`config.mk`:
```
export PLATFORM = sky130hd
export DESIGN_NAME = pmrb_power_reset_boot
export DESIGN_NICKNAME = d
export VERILOG_FILES = /design/src/pmrb_pkg.sv /design/src/pmrb_power_reset_boot.sv
export SDC_FILE = /design/constraint.sdc
export NUM_CORES = 1
export LEC_CHECK = 0
export ABC_AREA = 1
export BUFFER_PORTS_ARGS = -buffer_cell sky130_fd_sc_hd__buf_2
export CAP_MARGIN = 20
export CORE_UTILIZATION = 59
export CTS_BUF_LIST = sky130_fd_sc_hd__clkbuf_8
export CTS_CLUSTER_SIZE = 24
export DETAILED_ROUTE_END_ITERATION = 8
export PLACE_DENSITY_LB_ADDON = 0.25
export SYNTH_ARGS = -nofsm -noshare
export SYNTH_HDL_FRONTEND = slang
export SYNTH_SLANG_ARGS = --single-unit
```
`constraint.sdc`:
```
create_clock -name mclk -period 3.41 [get_ports mclk]
set_clock_uncertainty 0.05 [all_clocks]
set_input_delay 0.1705 -clock mclk [delete_from_list [all_inputs] [get_ports mclk]]
set_output_delay 0.1705 -clock mclk [all_outputs]
set_load 0.02 [all_outputs]
```
`src/pmrb_pkg.sv`:
```
// Purpose: Constants and types for the power, reset and boot block
// Assumes: mclk at 100 MHz, 32-bit classic Wishbone register port
// Notes on behaviour
// - Supply crossing the detection threshold sets the low-voltage flag until cleared.
// - The low-voltage flag is set out of power-up.
// - Flag set with its interrupt enable raises an interrupt to the core.
// - Protect option cleared blocks flash reads and writes while supply is low.
// - Reset-enable option cleared resets the device while supply is low.
// - Setting idle bit stops the core clock; peripherals keep clocking.
// - Enabled interrupt during idle clears idle bit and resumes the core.
// - Reset pin high during idle ends idle through hardware reset.
// - Three-bit select divides the idle clock by 1 to 128; default undivided.
// - Divided clock only while idle; undivided again as soon as idle ends.
// - Setting power-down bit stops the oscillator; register contents are kept.
// - Any internal reset (pin, watchdog, low supply, software) or either wake line ends power-down; pin restarts at zero.
// - Line wake holds the core clock for 32768 cycles, then vectors.
// - Power-on flag is set at power-on and stays until software clears it.
// - Baud doubler bit doubles the serial rate in serial modes 1 to 3.
// - Bit 6 of power control reads zero and cannot be set.
// - Reset sources: power-up, pin, watchdog, low supply, software request.
// - Power-up copies the stored boot select into the boot select bit.
// - Other resets use the current boot select bit without reloading.
// - Pin reset needs a high pulse of 10 us plus 36 oscillator cycles.
// - Boot select zero starts main memory; one starts programming memory.
package pmrb_pkg;
  // ==========================================================
  // Register byte addresses
  localparam logic [7:0] PMRB_ADR_POWER_CONTROL = 8'h00;
  localparam logic [7:0] PMRB_ADR_IDLE_CLOCK = 8'h04;
  localparam logic [7:0] PMRB_ADR_AUX_CONTROL = 8'h08;
  localparam logic [7:0] PMRB_ADR_FLASH_PROG = 8'h0c;
  localparam logic [7:0] PMRB_ADR_RESET_CAUSE = 8'h10;
  // ==========================================================
  // Field positions
  localparam int PC_IDLE = 0;
  localparam int PC_PDOWN = 1;
  localparam int PC_GF0 = 2;
  localparam int PC_GF1 = 3;
  localparam int PC_POF = 4;
  localparam int PC_LVF = 5;
  localparam int PC_RSVD = 6;
  localparam int PC_BAUD = 7;
  localparam int AUX_LVIRQ = 2;
  localparam int FP_SWRST = 5;
  localparam int FP_BOOT = 6;
  localparam int DIV_SEL_W = 3;
  // Reset cause bit order: power-up, pin, watchdog, low supply, software
  localparam int RC_W = 5;
  localparam logic [RC_W-1:0] RC_POWER_UP = 5'h01;
  // ==========================================================
  // Reset values
  localparam logic [DIV_SEL_W-1:0] DIV_SEL_RESET = 3'h0;
  // ==========================================================
  // Timing
  localparam int CLK_PERIOD_NS = 10;
  localparam int PIN_PULSE_NS = 10000;
  localparam int PIN_PULSE_EXTRA = 36;
  localparam int PIN_PULSE_CYCLES = (PIN_PULSE_NS + CLK_PERIOD_NS - 1) / CLK_PERIOD_NS
                                    + PIN_PULSE_EXTRA;
  localparam int WAKE_SETTLE_DEFAULT = 32768;
  // ==========================================================
  // Types
  typedef enum logic [1:0] {PM_RUN, PM_IDLE, PM_DOWN, PM_SETTLE} pmrbPower_type;
  typedef struct packed {
    logic [7:0] adr;
    logic [31:0] dat;
    logic [3:0] sel;
    logic we;
  } pmrbWbReq_type;
  typedef struct packed {
    logic flashProtect;
    logic resetEnable;
    logic bootSelect;
  } pmrbNvOpt_type;
endpackage

```
`src/pmrb_power_reset_boot.sv`:
```
// Purpose: Power modes, low-supply flag, reset collection and boot choice
// Assumes: all inputs synchronous to mclk; rst is the power-up reset
// Notes: mclk is modelled as running in power-down; oscStop tells the pad
//
// Added by the designer: the register addresses and the Wishbone interface to the registers.
`timescale 1ns/1ps
module pmrb_power_reset_boot #(
  parameter int WAKE_SETTLE_CYCLES = pmrb_pkg::WAKE_SETTLE_DEFAULT
) (
  // Clock and power-up reset
  input wire logic mclk,
  input wire logic rst,
  // Wishbone slave
  input wire logic wbCyc,
  input wire logic wbStb,
  input wire pmrb_pkg::pmrbWbReq_type wbReq,
  output logic [31:0] wbDatO,
  output logic wbAck,
  // Analog detector, options and outside events
  input wire logic supplyLow,
  input wire pmrb_pkg::pmrbNvOpt_type nvOpt,
  input wire logic resetPin,
  input wire logic watchdogOverflow,
  input wire logic irqActive,
  input wire logic wakeLineA,
  input wire logic wakeLineB,
  // Clock controls and status to the core
  output logic cpuClockEn,
  output logic periphClockEn,
  output logic oscStop,
  output logic systemReset,
  output logic bootFromIsp,
  output logic flashBlock,
  output logic lowVoltageIrq,
  output logic baudDouble,
  output logic wakeVectorA,
  output logic wakeVectorB
);
  import pmrb_pkg::*;

  localparam int SETTLE_W = $clog2(WAKE_SETTLE_CYCLES + 1);
  localparam int PIN_W = $clog2(PIN_PULSE_CYCLES + 1);
  localparam logic [SETTLE_W-1:0] SETTLE_LAST = SETTLE_W'(WAKE_SETTLE_CYCLES - 1);
  localparam logic [PIN_W-1:0] PIN_LIMIT = PIN_W'(PIN_PULSE_CYCLES);

  // ==========================================================
  // Elaboration check; a zero count would never let the core restart
  // The upper bound keeps the settle counter within 21 bits
  if (WAKE_SETTLE_CYCLES < 1 || WAKE_SETTLE_CYCLES > 1048576) begin : gBadSettle
    $error("WAKE_SETTLE_CYCLES out of range");
  end

  // ==========================================================
  // State declarations
  pmrbPower_type pmState_q;
  logic idleReq_q;
  logic pdReq_q;
  logic lvFlag_q;
  logic porFlag_q;
  logic gf0_q;
  logic gf1_q;
  logic baud_q;
  logic lvIrqEn_q;
  logic [DIV_SEL_W-1:0] divSel_q;
  logic bootSel_q;
  logic bootLoad_q;
  logic swReset_q;
  logic [RC_W-1:0] resetCause_q;
  logic supplyLowPrev_q;
  logic [PIN_W-1:0] pinCnt_q;
  logic [SETTLE_W-1:0] settleCnt_q;
  logic wakeFromA_q;
  logic [6:0] divCnt_q;
  logic [31:0] rdData_d;
  logic wrAccess;
  logic wrPower;
  logic pinReset;
  logic lvReset;
  logic intReset;
  logic lvEvent;
  logic divTick;
  logic settleDone;

  // ==========================================================
  // Bus decode: a write lands on the edge where ack is seen
  // Only byte lane 0 holds register bits; upper lanes are ignored
  assign wrAccess = wbCyc && wbStb && wbReq.we && wbAck && wbReq.sel[0];
  assign wrPower = wrAccess && (wbReq.adr == PMRB_ADR_POWER_CONTROL);

  // ==========================================================
  // Reset sources
  // Qualified on the last edge of the minimum pulse, so a pulse of
  // exactly the minimum width still resets; the counter saturates above
  assign pinReset = resetPin && (pinCnt_q >= PIN_LIMIT - PIN_W'(1));
  assign lvReset = supplyLow && !nvOpt.resetEnable;
  assign intReset = pinReset || watchdogOverflow || lvReset || swReset_q;
  assign lvEvent = supplyLow && !supplyLowPrev_q;
  assign settleDone = (settleCnt_q == SETTLE_LAST);

  // Pin pulse qualifier; shorter glitches never reset the part
  always_ff @(posedge mclk or posedge rst) begin
    if (rst) begin
      pinCnt_q <= '0;
    end else if (!resetPin) begin
      pinCnt_q <= '0;
    end else if (pinCnt_q != PIN_LIMIT) begin
      pinCnt_q <= pinCnt_q + PIN_W'(1);
    end
  end

  // Software reset request is a one-shot, bit reads back zero
  always_ff @(posedge mclk or posedge rst) begin
    if (rst) begin
      swReset_q <= 1'b0;
    end else begin
      swReset_q <= wrAccess && (wbReq.adr == PMRB_ADR_FLASH_PROG) && wbReq.dat[FP_SWRST];
    end
  end

  // System reset output and the cause of the latest reset
  always_ff @(posedge mclk or posedge rst) begin
    if (rst) begin
      systemReset <= 1'b1;
      resetCause_q <= RC_POWER_UP;
    end else begin
      systemReset <= intReset;
      if (intReset) begin
        resetCause_q <= {swReset_q, lvReset, watchdogOverflow, pinReset, 1'b0};
      end
    end
  end

  // ==========================================================
  // Boot select: stored option only at power-up, kept otherwise
  always_ff @(posedge mclk or posedge rst) begin
    if (rst) begin
      bootLoad_q <= 1'b1;
      bootSel_q <= 1'b0;
    end else begin
      bootLoad_q <= 1'b0;
      if (bootLoad_q) begin
        bootSel_q <= nvOpt.bootSelect;
      end else if (wrAccess && wbReq.adr == PMRB_ADR_FLASH_PROG) begin
        bootSel_q <= wbReq.dat[FP_BOOT];
      end
    end
  end

  // Boot entrance is latched while reset is applied
  always_ff @(posedge mclk or posedge rst) begin
    if (rst) begin
      bootFromIsp <= 1'b0;
    end else if (bootLoad_q) begin
      bootFromIsp <= nvOpt.bootSelect;
    end else if (intReset) begin
      bootFromIsp <= bootSel_q;
    end
  end

  // ==========================================================
  // Sticky flags: hardware set wins over a software clear
  always_ff @(posedge mclk or posedge rst) begin
    if (rst) begin
      lvFlag_q <= 1'b1;
      porFlag_q <= 1'b1;
      supplyLowPrev_q <= 1'b0;
    end else begin
      supplyLowPrev_q <= supplyLow;
      if (lvEvent) begin
        lvFlag_q <= 1'b1;
      end else if (wrPower && !wbReq.dat[PC_LVF]) begin
        lvFlag_q <= 1'b0;
      end
      if (wrPower && !wbReq.dat[PC_POF]) begin
        porFlag_q <= 1'b0;
      end
    end
  end

  // ==========================================================
  // Plain control bits; internal resets clear them, power-up too
  always_ff @(posedge mclk or posedge rst) begin
    if (rst) begin
      gf0_q <= 1'b0;
      gf1_q <= 1'b0;
      baud_q <= 1'b0;
      lvIrqEn_q <= 1'b0;
      divSel_q <= DIV_SEL_RESET;
    end else if (intReset) begin
      gf0_q <= 1'b0;
      gf1_q <= 1'b0;
      baud_q <= 1'b0;
      lvIrqEn_q <= 1'b0;
      divSel_q <= DIV_SEL_RESET;
    end else if (wrAccess) begin
      if (wbReq.adr == PMRB_ADR_POWER_CONTROL) begin
        gf0_q <= wbReq.dat[PC_GF0];
        gf1_q <= wbReq.dat[PC_GF1];
        baud_q <= wbReq.dat[PC_BAUD];
      end
      if (wbReq.adr == PMRB_ADR_AUX_CONTROL) begin
        lvIrqEn_q <= wbReq.dat[AUX_LVIRQ];
      end
      if (wbReq.adr == PMRB_ADR_IDLE_CLOCK) begin
        divSel_q <= wbReq.dat[DIV_SEL_W-1:0];
      end
    end
  end

  // ==========================================================
  // Power mode machine
  always_ff @(posedge mclk or posedge rst) begin
    if (rst) begin
      pmState_q <= PM_RUN;
      idleReq_q <= 1'b0;
      pdReq_q <= 1'b0;
      wakeFromA_q <= 1'b0;
    end else if (intReset) begin
      // Any internal reset (pin, watchdog, low supply, software) leaves every mode
      pmState_q <= PM_RUN;
      idleReq_q <= 1'b0;
      pdReq_q <= 1'b0;
    end else begin
      case (pmState_q)
        PM_RUN: begin
          if (wrPower && wbReq.dat[PC_PDOWN]) begin
            pdReq_q <= 1'b1;
            pmState_q <= PM_DOWN;
          end else if (wrPower && wbReq.dat[PC_IDLE]) begin
            idleReq_q <= 1'b1;
            pmState_q <= PM_IDLE;
          end
        end
        PM_IDLE: begin
          if (irqActive) begin
            idleReq_q <= 1'b0;
            pmState_q <= PM_RUN;
          end
        end
        PM_DOWN: begin
          // Wake lines are assumed enabled by software beforehand
          if (wakeLineA || wakeLineB) begin
            wakeFromA_q <= wakeLineA;
            pmState_q <= PM_SETTLE;
          end
        end
        PM_SETTLE: begin
          if (settleDone) begin
            pdReq_q <= 1'b0;
            pmState_q <= PM_RUN;
          end
        end
        default: begin
          pmState_q <= PM_RUN;
        end
      endcase
    end
  end

  // Settle counter runs only while waking from power-down
  // Cleared outside settle so every wake counts the full hold
  always_ff @(posedge mclk or posedge rst) begin
    if (rst) begin
      settleCnt_q <= '0;
    end else if (pmState_q == PM_SETTLE && !intReset) begin
      settleCnt_q <= settleCnt_q + SETTLE_W'(1);
    end else begin
      settleCnt_q <= '0;
    end
  end

  // ==========================================================
  // Idle divider: free count restarted on each idle entry
  // One shared counter: a code change mid-idle only shifts the phase
  always_ff @(posedge mclk or posedge rst) begin
    if (rst) begin
      divCnt_q <= '0;
    end else if (pmState_q == PM_IDLE) begin
      divCnt_q <= divCnt_q + 7'h01;
    end else begin
      divCnt_q <= '0;
    end
  end

  // Tick when all counter bits below the selected width are ones
  always_comb begin
    divTick = 1'b1;
    for (int i = 0; i < 7; i++) begin
      if (i < int'(divSel_q) && !divCnt_q[i]) begin
        divTick = 1'b0;
      end
    end
  end

  // ==========================================================
  // Clock control outputs, all registered
  // Registered so the gating cells never see a glitch
  always_ff @(posedge mclk or posedge rst) begin
    if (rst) begin
      cpuClockEn <= 1'b0;
      periphClockEn <= 1'b0;
      oscStop <= 1'b0;
    end else begin
      cpuClockEn <= (pmState_q == PM_RUN) && !intReset;
      oscStop <= (pmState_q == PM_DOWN);
      case (pmState_q)
        PM_RUN: periphClockEn <= 1'b1;
        PM_IDLE: periphClockEn <= divTick;
        default: periphClockEn <= 1'b0;
      endcase
    end
  end

  // Wake vector pulses leave with the first running cycle
  // A reset in the last settle cycle wins over the vector
  always_ff @(posedge mclk or posedge rst) begin
    if (rst) begin
      wakeVectorA <= 1'b0;
      wakeVectorB <= 1'b0;
    end else begin
      wakeVectorA <= (pmState_q == PM_SETTLE) && settleDone && wakeFromA_q && !intReset;
      wakeVectorB <= (pmState_q == PM_SETTLE) && settleDone && !wakeFromA_q && !intReset;
    end
  end

  // ==========================================================
  // Status outputs toward core, flash sequencer and serial port
  always_ff @(posedge mclk or posedge rst) begin
    if (rst) begin
      flashBlock <= 1'b0;
      lowVoltageIrq <= 1'b0;
      baudDouble <= 1'b0;
    end else begin
      flashBlock <= supplyLow && !nvOpt.flashProtect;
      lowVoltageIrq <= lvIrqEn_q && lvFlag_q;
      baudDouble <= baud_q;
    end
  end

  // ==========================================================
  // Read mux; unmapped addresses answer with zero
  // Reads have no side effects, so a repeated read is harmless
  always_comb begin
    rdData_d = 32'h0000_0000;
    case (wbReq.adr)
      PMRB_ADR_POWER_CONTROL: begin
        rdData_d[PC_IDLE] = idleReq_q;
        rdData_d[PC_PDOWN] = pdReq_q;
        rdData_d[PC_GF0] = gf0_q;
        rdData_d[PC_GF1] = gf1_q;
        rdData_d[PC_POF] = porFlag_q;
        rdData_d[PC_LVF] = lvFlag_q;
        rdData_d[PC_RSVD] = 1'b0;
        rdData_d[PC_BAUD] = baud_q;
      end
      PMRB_ADR_IDLE_CLOCK: rdData_d[DIV_SEL_W-1:0] = divSel_q;
      PMRB_ADR_AUX_CONTROL: rdData_d[AUX_LVIRQ] = lvIrqEn_q;
      PMRB_ADR_FLASH_PROG: rdData_d[FP_BOOT] = bootSel_q;
      PMRB_ADR_RESET_CAUSE: rdData_d[RC_W-1:0] = resetCause_q;
      default: rdData_d = 32'h0000_0000;
    endcase
  end

  // Ack one cycle after the request, dropped the cycle after
  always_ff @(posedge mclk or posedge rst) begin
    if (rst) begin
      wbAck <= 1'b0;
      wbDatO <= 32'h0000_0000;
    end else begin
      wbAck <= wbCyc && wbStb && !wbAck;
      if (wbCyc && wbStb && !wbAck) begin
        wbDatO <= rdData_d;
      end
    end
  end
endmodule

```
==> impl_metrics.tcl, run 1 <==
set metrics [dict create \
    status "completed" \
    finalCriticalPeriod_ps 1890 \
    synth_seq_cells 76 \
    cts_buffers 9 \
    drv_slew 0 \
    cts_max_level 3 \
    worstSetupPathType "reg -> reg" \
    ys_types 38 \
    syn_inst 465 \
    die_area_mm2 0.00680 \
    clk_path_buf_depth 2 \
    initial_core_util_pct 62.6 \
    io_pins 101 \
    crit_top_cell "nor2_2" \
    ys_top_cells_by_area "dfrtp_1 47%, nand2_1 9.2%, inv_1 6.3%" \
    irDropWorstVdd_mv 0.330 \
    min_path_cells 3 \
    fmax_ghz 0.530 \
    netlist.area_leader.share_pct 46.5 \
    hold_path.class "in -> reg" \
    nFillCells 472 \
    clk_root_buffer_cell "clkbuf_8" \
    hold_start "wbReq[7]" \
    antenna_found_initial 0 \
    finalCritPeriodShare_pct 55.3 \
    grt_pass1_vias 2898 \
    p_leak_nw 2.27 \
    drtAntennaViolNets 0 \
    vias_per_cell 5.10 \
    r2r_cells 7 \
    final_cell_area_mm2 0.00436 \
    startpoint "settleCnt_q[0]" \
    worstSetupStartpointType "flip-flop" \
    slowest_stage "dfrtp_1" \
    grt_max_degree 51 \
    drtIter0Drc 222 \
    wl_per_cell_um 12.5 \
    post_cts_resized 0 \
    finalHoldViolations 0 \
    area_growth_pct 14.3 \
    rsz0062_at_grt "no" \
    drive_gt1_share_pct 16.4 \
    n_antenna_cell 0 \
    tns_ps 0 \
    ys_seq_area_share_pct 50.0 \
    clock_sinks 76 \
    gp_congestion 0.877 \
    die_height_um 82.5 \
    nets 595 \
    cp_data_required_time_ps 3600 \
    insertion_delay_ps 350 \
    vias 3126 \
    p_per_area_mw_per_mm2 414 \
    arrival_ps 2080 \
    synth-main-ff-cell "dfrtp_1" \
    r2r_end "wakeVectorB" \
    syn-cell-area_mm2 0.00382 \
    worst_r2r_startpoint "settleCnt_q[0]" \
    overflow 0 \
    ys_async_sr_fraction_pct 100 \
    hold_path_end "gf0_q" \
    critPathMaxStageDelay_ps 380 \
    maxCapViolations 0 \
    yosys.area.top_type "dfrtp_1" \
    yosys_warnings 0 \
    dpl_cell_area_mm2 0.00405 \
    die_w_um 82.5 \
    num_rows 28 \
    critical_path.cell_chain "ha_1 -> nand3_1 -> nor2_2 -> nand2_1 -> nor2_2 -> nand4_1 -> nor3_1" \
    grt_util_all_layers_pct 24.9 \
    synth.avg_cell_area_um2 8.21 \
    clk_transition_reported_paths_ps 80 \
    coreArea_mm2 0.00610 \
    final_cell_mix "94 x nand2_1, 71 x dfrtp_1, 63 x inv_1" \
    final_common_cell "nand2_1" \
    firstDrtPassIters 5 \
    cp-end-kind "flip-flop" \
    synth_enable_flop_cells 0 \
    worst_slew_pin_slew_ps 737 \
    place_hpwl_mm 5.50 \
    grt_pass1_wl_mm 12.6 \
    ff2ff_setup_slack_ps 1520 \
    slew-limit-headroom_pct 50.7 \
    crit_path_max_fanout 4 \
    setup-violations-final 0 \
    routed_wl_mm 7.66 \
    drc 0 \
    cts_tree "built" \
    whs_ps 14.5 \
    port_buffers 49 \
]
[timing repair]
item	4_1_cts	5_1_grt
endpoints found under the hold margin	8	55
setup endpoints to repair	0	0
hold buffers	8	1
setup buffers	0	0
[where the power goes]
group          leakage (nW)  internal, mW  switching (mW)
clock network        0.0983         0.356           0.332
logic                  1.16        0.0555           0.119
registers              1.01         0.926          0.0174
total                  2.27          1.34           0.469
[metal layers]
| layer | GRT usage (%) | part of all wire (%) |
|---|---|---|
| met1 | 33.4 | 46 |
| met2 | 39.5 | 49 |
| met3 | 5.49 | 3.5 |
| met4 | 9.47 | 1.3 |
| met5 | 0 | 0 |
[critical path, delay by kind of cell, from the launching register on]
family | cells | cell delay [ps]
fa+ha+maj | 1 | 190
flops | 1 | 380
simple gates | 6 | 1150
[worst max path at each step]
| stage | end | slack, ps | cells after the start |
|---|---|---|---|
| 3_5_place_dp | gf1_q | 1540 | 7 |
| 5_1_grt | wakeFromA_q | 1360 | 12 |
| 4_1_cts | wakeVectorB | 1530 | 7 |
| 2_1_floorplan | baudDouble | 1260 | 1 |
| 3_3_place_gp | lvFlag_q | 1550 | 7 |
| 6_report | wakeVectorB | 1520 | 7 |
[metrics by stage]
step                utilization [%]  worst slack, ps  power [mW]  cells
global route                   71.6             1360        1.88    613
CTS                            71.1             1530        1.82    611
detailed placement             66.5             1540        1.12    587
global placement               66.5             1550        1.12    587
floorplan                         -             1260        1.09    489
finish                         71.6             1520        1.81    613
[synthesized netlist by cell type (2+ instances only)]
master,count
nand2_1,94
dfrtp_1,71
inv_1,64
nor2_1,54
o21ai_0,33
a21oi_1,28
nand3_1,26
buf_4,25
nor3_1,13
nand4_1,11
dfstp_2,5
nor2_2,5
xor2_1,5
ha_1,4
a31oi_1,2
nor4_1,2
o21bai_1,2
[sequential cells by signal (all words and copies together) (netlist names), 2 cells and up]
name,count
divCnt_q,7
divSel_q,3
pinCnt_q,11
pmState_q,2
resetCause_q,5
settleCnt_q,16
wbDatO,8
[kinds of logic after synthesis]
group                    Yosys count  share of synthesized area (%)
AO/OA/AOI/OAI                     73                           10.5
adder cells (fa/ha/maj)            4                           1.31
flip-flops                        76                           50.0
other                              1                         0.0982
buffers and inverters             94                           12.1
AND/OR/NAND/NOR                  211                           24.7
XOR/XNOR                           6                           1.38
[final cells by class]
class	count	area (um2)	share of cell area, %
clock buffer	10	138	3.15
timing repair buffer	61	370	8.49
tap	75	93.8	2.15
multi-input combinational	319	1540	35.3
clock inverter	6	63.8	1.46
sequential	76	1910	43.7
inverter	66	250	5.73
No activity file was read; power rests on OpenSTA's default activity.
==> inputs of run 2 (changes only) <==
--- a/config.mk
+++ b/config.mk
@@ -8,7 +8,7 @@
 export ABC_AREA = 1
 export BUFFER_PORTS_ARGS = -buffer_cell sky130_fd_sc_hd__buf_2
 export CAP_MARGIN = 20
-export CORE_UTILIZATION = 59
+export CORE_UTILIZATION = 55
 export CTS_BUF_LIST = sky130_fd_sc_hd__clkbuf_8
 export CTS_CLUSTER_SIZE = 24
 export DETAILED_ROUTE_END_ITERATION = 8
==> constraint.sdc (replaced) <==
create_clock -name mclk -period 1.78 [get_ports mclk]
set_clock_uncertainty 0.05 [all_clocks]
set_input_delay 0.089 -clock mclk [delete_from_list [all_inputs] [get_ports mclk]]
set_output_delay 0.089 -clock mclk [all_outputs]
set_load 0.02 [all_outputs]
==> run 2 against run 1 <==
  * Sequential share of layout area down 3.1 points
  * Register-to-register slack worse by 1500 ps
  * Non-clock buffer count up 24
  * First-iteration DRC count down 28%
==> impl_metrics.tcl, run 2 (synthesized netlist as in run 1, its figures left out) <==
set metrics [dict create \
    drv_slew 0 \
    area_growth_pct 23.1 \
    worstSetupPathType "reg -> reg" \
    multi_input_area_mm2 0.00157 \
    finalHoldViolations 0 \
    die_w_um 85.3 \
    n_antenna_cell 0 \
    drtAntennaViolNets 0 \
    finalCritPeriodShare_pct 96.6 \
    startpoint "pinCnt_q[0]" \
    port_buffers 49 \
    final_cell_mix "93 x nand2_1, 71 x dfrtp_1, 64 x inv_1" \
    grt_pass1_wl_mm 13.8 \
    worstSetupStartpointType "flip-flop" \
    hold_path.class "in -> reg" \
    dp_cells 602 \
    p_per_area_mw_per_mm2 844 \
    die_area_mm2 0.00728 \
    cts_tree "built" \
    grt_pass1_vias 3129 \
    clk_transition_reported_paths_ps 80 \
    critical_path.cell_chain "ha_2 -> nor2_1 -> nand2_1 -> nand2_1 -> nand2_2 -> nand2_4 -> nand2_8 -> nor2_8 -> inv_6 -> nor2_2 -> o21a_1" \
    irDropWorstVdd_mv 0.556 \
    status "completed" \
    nets 621 \
    critPathMaxStageDelay_ps 410 \
    vias_per_cell 5.19 \
    drtIter0Drc 160 \
    cts_buffers 9 \
    routed_wl_mm 8.16 \
    io_pins 101 \
    path_buf_inv 1 \
    largest_reg_flops 16 \
    whs_ps 94.9 \
    worst_r2r_startpoint "pinCnt_q[0]" \
    clk_path_buf_depth 2 \
    regArea_mm2 0.00191 \
    num_rows 30 \
    critical_path.top_delay_family "simple AND/OR/NAND/NOR gates" \
    hold_start "wbStb" \
    largest_register "settleCnt_q" \
    finalCriticalPeriod_ps 1720 \
    die_height_um 85.3 \
    final_cells 644 \
    crit_top_cell "nand2_1" \
    fmax_ghz 0.581 \
    coreArea_mm2 0.00676 \
    overflow 0 \
    arrival_ps 1950 \
    initial_core_util_pct 56.5 \
    antenna_found_initial 0 \
    fin_total_pwr_mw 3.97 \
    maxCapViolations 0 \
    rsz0062_at_grt "yes" \
    p_leak_nw 2.43 \
    clock_sinks 76 \
    grt_util_all_layers_pct 24.0 \
    crit_path_max_fanout 8 \
    wl_per_cell_um 12.7 \
    place_hpwl_mm 5.62 \
    slowest_stage "dfrtp_1" \
    cp_data_required_time_ps 2010 \
    cp-end-kind "flip-flop" \
    gp_congestion 0.823 \
    drive_gt1_share_pct 19.5 \
    cts_max_level 3 \
    nFillCells 515 \
    firstDrtPassIters 5 \
    setup-violations-final 0 \
    clk_root_buffer_cell "clkbuf_8" \
    drc 0 \
    grt_max_degree 48 \
    reg_top3 "settleCnt_q: 16 flops, pinCnt_q: 11 flops, wbDatO: 8 flops" \
    final_util_pct 69.6 \
    vias 3343 \
    insertion_delay_ps 350 \
    final_common_cell "nand2_1" \
]
-- run 2: cell count changes in the layout (fill, tap and decap cells not counted), sizes merged --
| cell | previous run | this run |
|---|---|---|
| buf | 52 | 69 |
| bufinv | 1 | 4 |
| clkbuf | 10 | 11 |
| clkinv | 3 | 0 |
| clkinvlp | 2 | 1 |
| dlygate4sd3 | 9 | 16 |
| nand2 | 96 | 97 |
| nor2 | 60 | 61 |
-- run 2: stage by stage --
step                cell area [um2]  worst slack, ps  setup TNS (ps)
finish                         4700             59.9               0
global route                   4700            -24.0           -51.6
CTS                            4590             3.73               0
floorplan                      3910              216               0
global placement               4150             98.2               0
detailed placement             4150            0.343               0
-- run 2: final timing paths --
kind                       slack (ps)               to  depth (start not counted)
max in group asynchronous         950  resetCause_q[0]                          4
max                                60  settleCnt_q[10]                         11
min reg2reg                       340       baudDouble                          0
min                                90            wbAck                          4
min in group asynchronous         170   settleCnt_q[3]                          3
max reg2reg                        60  settleCnt_q[10]                         11
-- run 2: per-layer routing --
layer  track usage, %  up-vias  part of all wire (%)
met3             4.77       13                   4.1
met1             31.1     1597                    45
met5                0        -                     0
met4             10.5        0                   1.5
li1                 -     1643                     -
met2             39.4       90                    50
-- run 2: power breakdown --
group / internal, mW / switching (mW) / total [mW]
Sequential: 1.77 / 0.0324 / 1.81
Combinational: 0.140 / 0.242 / 0.382
Clock: 1.15 / 0.633 / 1.78
Total: 3.06 / 0.907 / 3.97
-- run 2: what timing repair did --
item | in CTS | in global routing
hold endpoints to repair | 89 | 0
buffers inserted | 0 | 8
hold buffers | 16 | 0
setup endpoints to repair | 0 | 22
resized for setup | 0 | 8
-- run 2: cell type report --
type	count	area share, %
multi-input combinational	321	33.5
tap	80	2.13
sequential	76	40.6
clock buffer	11	3.22
timing repair buffer	85	12.4
clock inverter	5	2.64
inverter	66	5.51
-- run 2: worst register-to-register path, delay by kind of cell, from the launching register on --
kind	cells	cell delay (ps)
simple gates	8	780
flops	1	410
fa+ha+maj	1	200
compound gates	1	130
buf+inv	1	70
==> inputs of run 3 (changes only) <==
--- a/config.mk
+++ b/config.mk
@@ -8,8 +8,9 @@
 export ABC_AREA = 1
 export BUFFER_PORTS_ARGS = -buffer_cell sky130_fd_sc_hd__buf_2
 export CAP_MARGIN = 20
-export CORE_UTILIZATION = 55
+export CORE_UTILIZATION = 40
 export CTS_BUF_LIST = sky130_fd_sc_hd__clkbuf_8
+export CTS_CLUSTER_DIAMETER = 100
 export CTS_CLUSTER_SIZE = 24
 export DETAILED_ROUTE_END_ITERATION = 8
 export PLACE_DENSITY_LB_ADDON = 0.25
==> run 3 against run 2 <==
  * Register-to-register slack gained 30 ps
  * Design area is 1.5% higher
  * Non-clock buffer count increased by 4
  * Total power decreased by 10%
  * Maximum frequency up 1.7%
  * Count of clock-buffer cells in the layout is 1 lower
  * Sequential share of layout area fell by 0.59 points
  * Clock power decreased by 24%
  * Global-route usage is 6.9 points lower
==> impl_metrics.tcl, run 3 (synthesized netlist as in run 1, its figures left out) <==
set metrics [dict create \
    status "completed" \
    firstDrtPassIters 4 \
    r2r_end "settleCnt_q[10]" \
    fin_ws_ps 88.5 \
    min_path_cells 4 \
    clk_root_buffer_cell "clkbuf_8" \
    drtIter0Drc 116 \
    drc 0 \
    insertion_delay_ps 350 \
    crit_path_max_fanout 8 \
    arrival_ps 1930 \
    drv_slew 0 \
    p_leak_nw 2.42 \
    finalCritPeriodShare_pct 95.0 \
    die_area_mm2 0.00994 \
    irDropWorstVdd_mv 0.455 \
    grt_max_degree 28 \
    vias_per_cell 4.68 \
    slowest_stage "dfrtp_1" \
    setup-violations-final 0 \
    cts_max_level 3 \
    antenna_found_initial 0 \
    final_cell_mix "92 x nand2_1, 71 x dfrtp_1, 63 x inv_1" \
    routed_wl_mm 8.05 \
    n_antenna_cell 0 \
    port_buffers 49 \
    path_buf_inv 2 \
    cp_data_required_time_ps 2020 \
    grt_pass1_vias 3055 \
    ff2ff_setup_slack_ps 90 \
    grt_util_all_layers_pct 17.1 \
    overflow 0 \
    clock_sinks 76 \
    finalHoldViolations 0 \
    fin_total_pwr_mw 3.56 \
    critical_path.top_delay_family "simple AND/OR/NAND/NOR gates" \
    critPathMaxStageDelay_ps 390 \
    largest_register "settleCnt_q" \
    grt_pass1_wl_mm 13.4 \
    hold_start "wbStb" \
    cts_tree "built" \
    num_rows 35 \
    wl_per_cell_um 11.6 \
    final_common_cell "nand2_1" \
    r2r_cells 12 \
    cts_buffers 9 \
    worstSetupPathType "reg -> reg" \
    io_pins 101 \
    hold_path.class "in -> reg" \
    gp_congestion 0.802 \
    fmax_ghz 0.591 \
    die_height_um 99.7 \
    worst_r2r_startpoint "pinCnt_q[1]" \
    multi_input_area_mm2 0.00160 \
    p_per_area_mw_per_mm2 746 \
    coreArea_mm2 0.00924 \
    worstSetupStartpointType "flip-flop" \
    critical_path.cell_chain "ha_2 -> nor2_2 -> nand2_1 -> nand2_1 -> nand2_2 -> nand2_4 -> nand2_8 -> nor2_8 -> buf_6 -> inv_4 -> nor2_2 -> o21a_1" \
    vias 3258 \
    place_hpwl_mm 5.85 \
    drive_gt1_share_pct 21.9 \
    initial_core_util_pct 41.3 \
    regArea_mm2 0.00191 \
    rsz0062_at_grt "yes" \
    reg_top3 "settleCnt_q: 16 flops, pinCnt_q: 11 flops, wbDatO: 8 flops" \
    finalCriticalPeriod_ps 1690 \
    nFillCells 886 \
    clk_transition_reported_paths_ps 90 \
    die_w_um 99.7 \
    drtAntennaViolNets 0 \
    maxCapViolations 0 \
    pre_cts_ws_ps 57.1 \
    cp-end-kind "flip-flop" \
    hold_path_end "wbAck" \
    clk_path_buf_depth 2 \
    area_growth_pct 24.9 \
    largest_reg_flops 16 \
    nets 624 \
]
-- run 3: cell types whose count changed in the layout (fill, tap and decap cells not counted), moves of 2 or more --
cell | previous run | this run
nor2_2 | 7 | 10
bufinv_16 | 4 | 1
clkinvlp_4 | 1 | 3
buf_4 | 17 | 19
nor3_1 | 13 | 10
nor3_2 | 0 | 3
clkinv_4 | 0 | 2
nor2_1 | 52 | 48
-- run 3: worst max-delay path by stage --
stage	from	to	slack (ps)	cells past startpoint
floorplan	pinCnt_q[0]	divSel_q[2]	220	9
global placement	pinCnt_q[1]	wakeFromA_q	90	11
detailed placement	pinCnt_q[1]	wakeFromA_q	60	11
CTS	pinCnt_q[1]	settleCnt_q[6]	30	10
global route	pinCnt_q[1]	settleCnt_q[10]	-60	12
finish	pinCnt_q[1]	settleCnt_q[10]	90	12
-- run 3: power breakdown --
group | internal [mW] | switching, mW | total (mW) | leakage, nW
sequential | 1.77 | 0.0331 | 1.81 | 1.01
combinational | 0.144 | 0.244 | 0.387 | 1.31
clock | 0.695 | 0.669 | 1.36 | 0.0991
total | 2.61 | 0.945 | 3.56 | 2.42
-- run 3: worst min-delay path, delay by kind of cell --
family,cells,cell delay (ps)
buffers and inverters,2,250
and+or+nand+nor,2,110
-- run 3: cell type report --
type                    instances  area share (%)
well taps                     129            3.38
repair buffers                 89            13.2
clock buffers                  10            2.89
inverters                      66            5.38
multi-input cells             320            33.6
flip-flops and latches         76            40.0
clock inverters                 6            1.50
-- run 3: timing repair --
item / 4_1_cts / 5_1_grt
gates resized for setup: 0 / 20
endpoints found under the setup margin: 0 / 35
hold endpoints to repair: 78 / 0
buffers inserted: 0 / 9
hold buffers: 16 / 0
-- run 3: layer usage --
metal | track usage [%] | share of wire, %
met2 | 27.5 | 48
met5 | 0 | 0
met3 | 3.44 | 3.6
met1 | 22.3 | 47
met4 | 7.81 | 1.7
-- run 3: through the flow --
step / TNS [ps] / hold WS [ps] / instances / util (%) / area (um2)
after global routing: -375 / 85.5 / 696 / 51.6 / 4770
after CTS: 0 / 56.6 / 686 / 50.0 / 4620
after floorplan: 0 / 70.4 / 489 / - / 3910
after detailed placement: 0 / 51.9 / 654 / 46.0 / 4250
after global placement: 0 / 50.7 / 654 / 46.0 / 4250
final: 0 / 75.4 / 696 / 51.6 / 4770
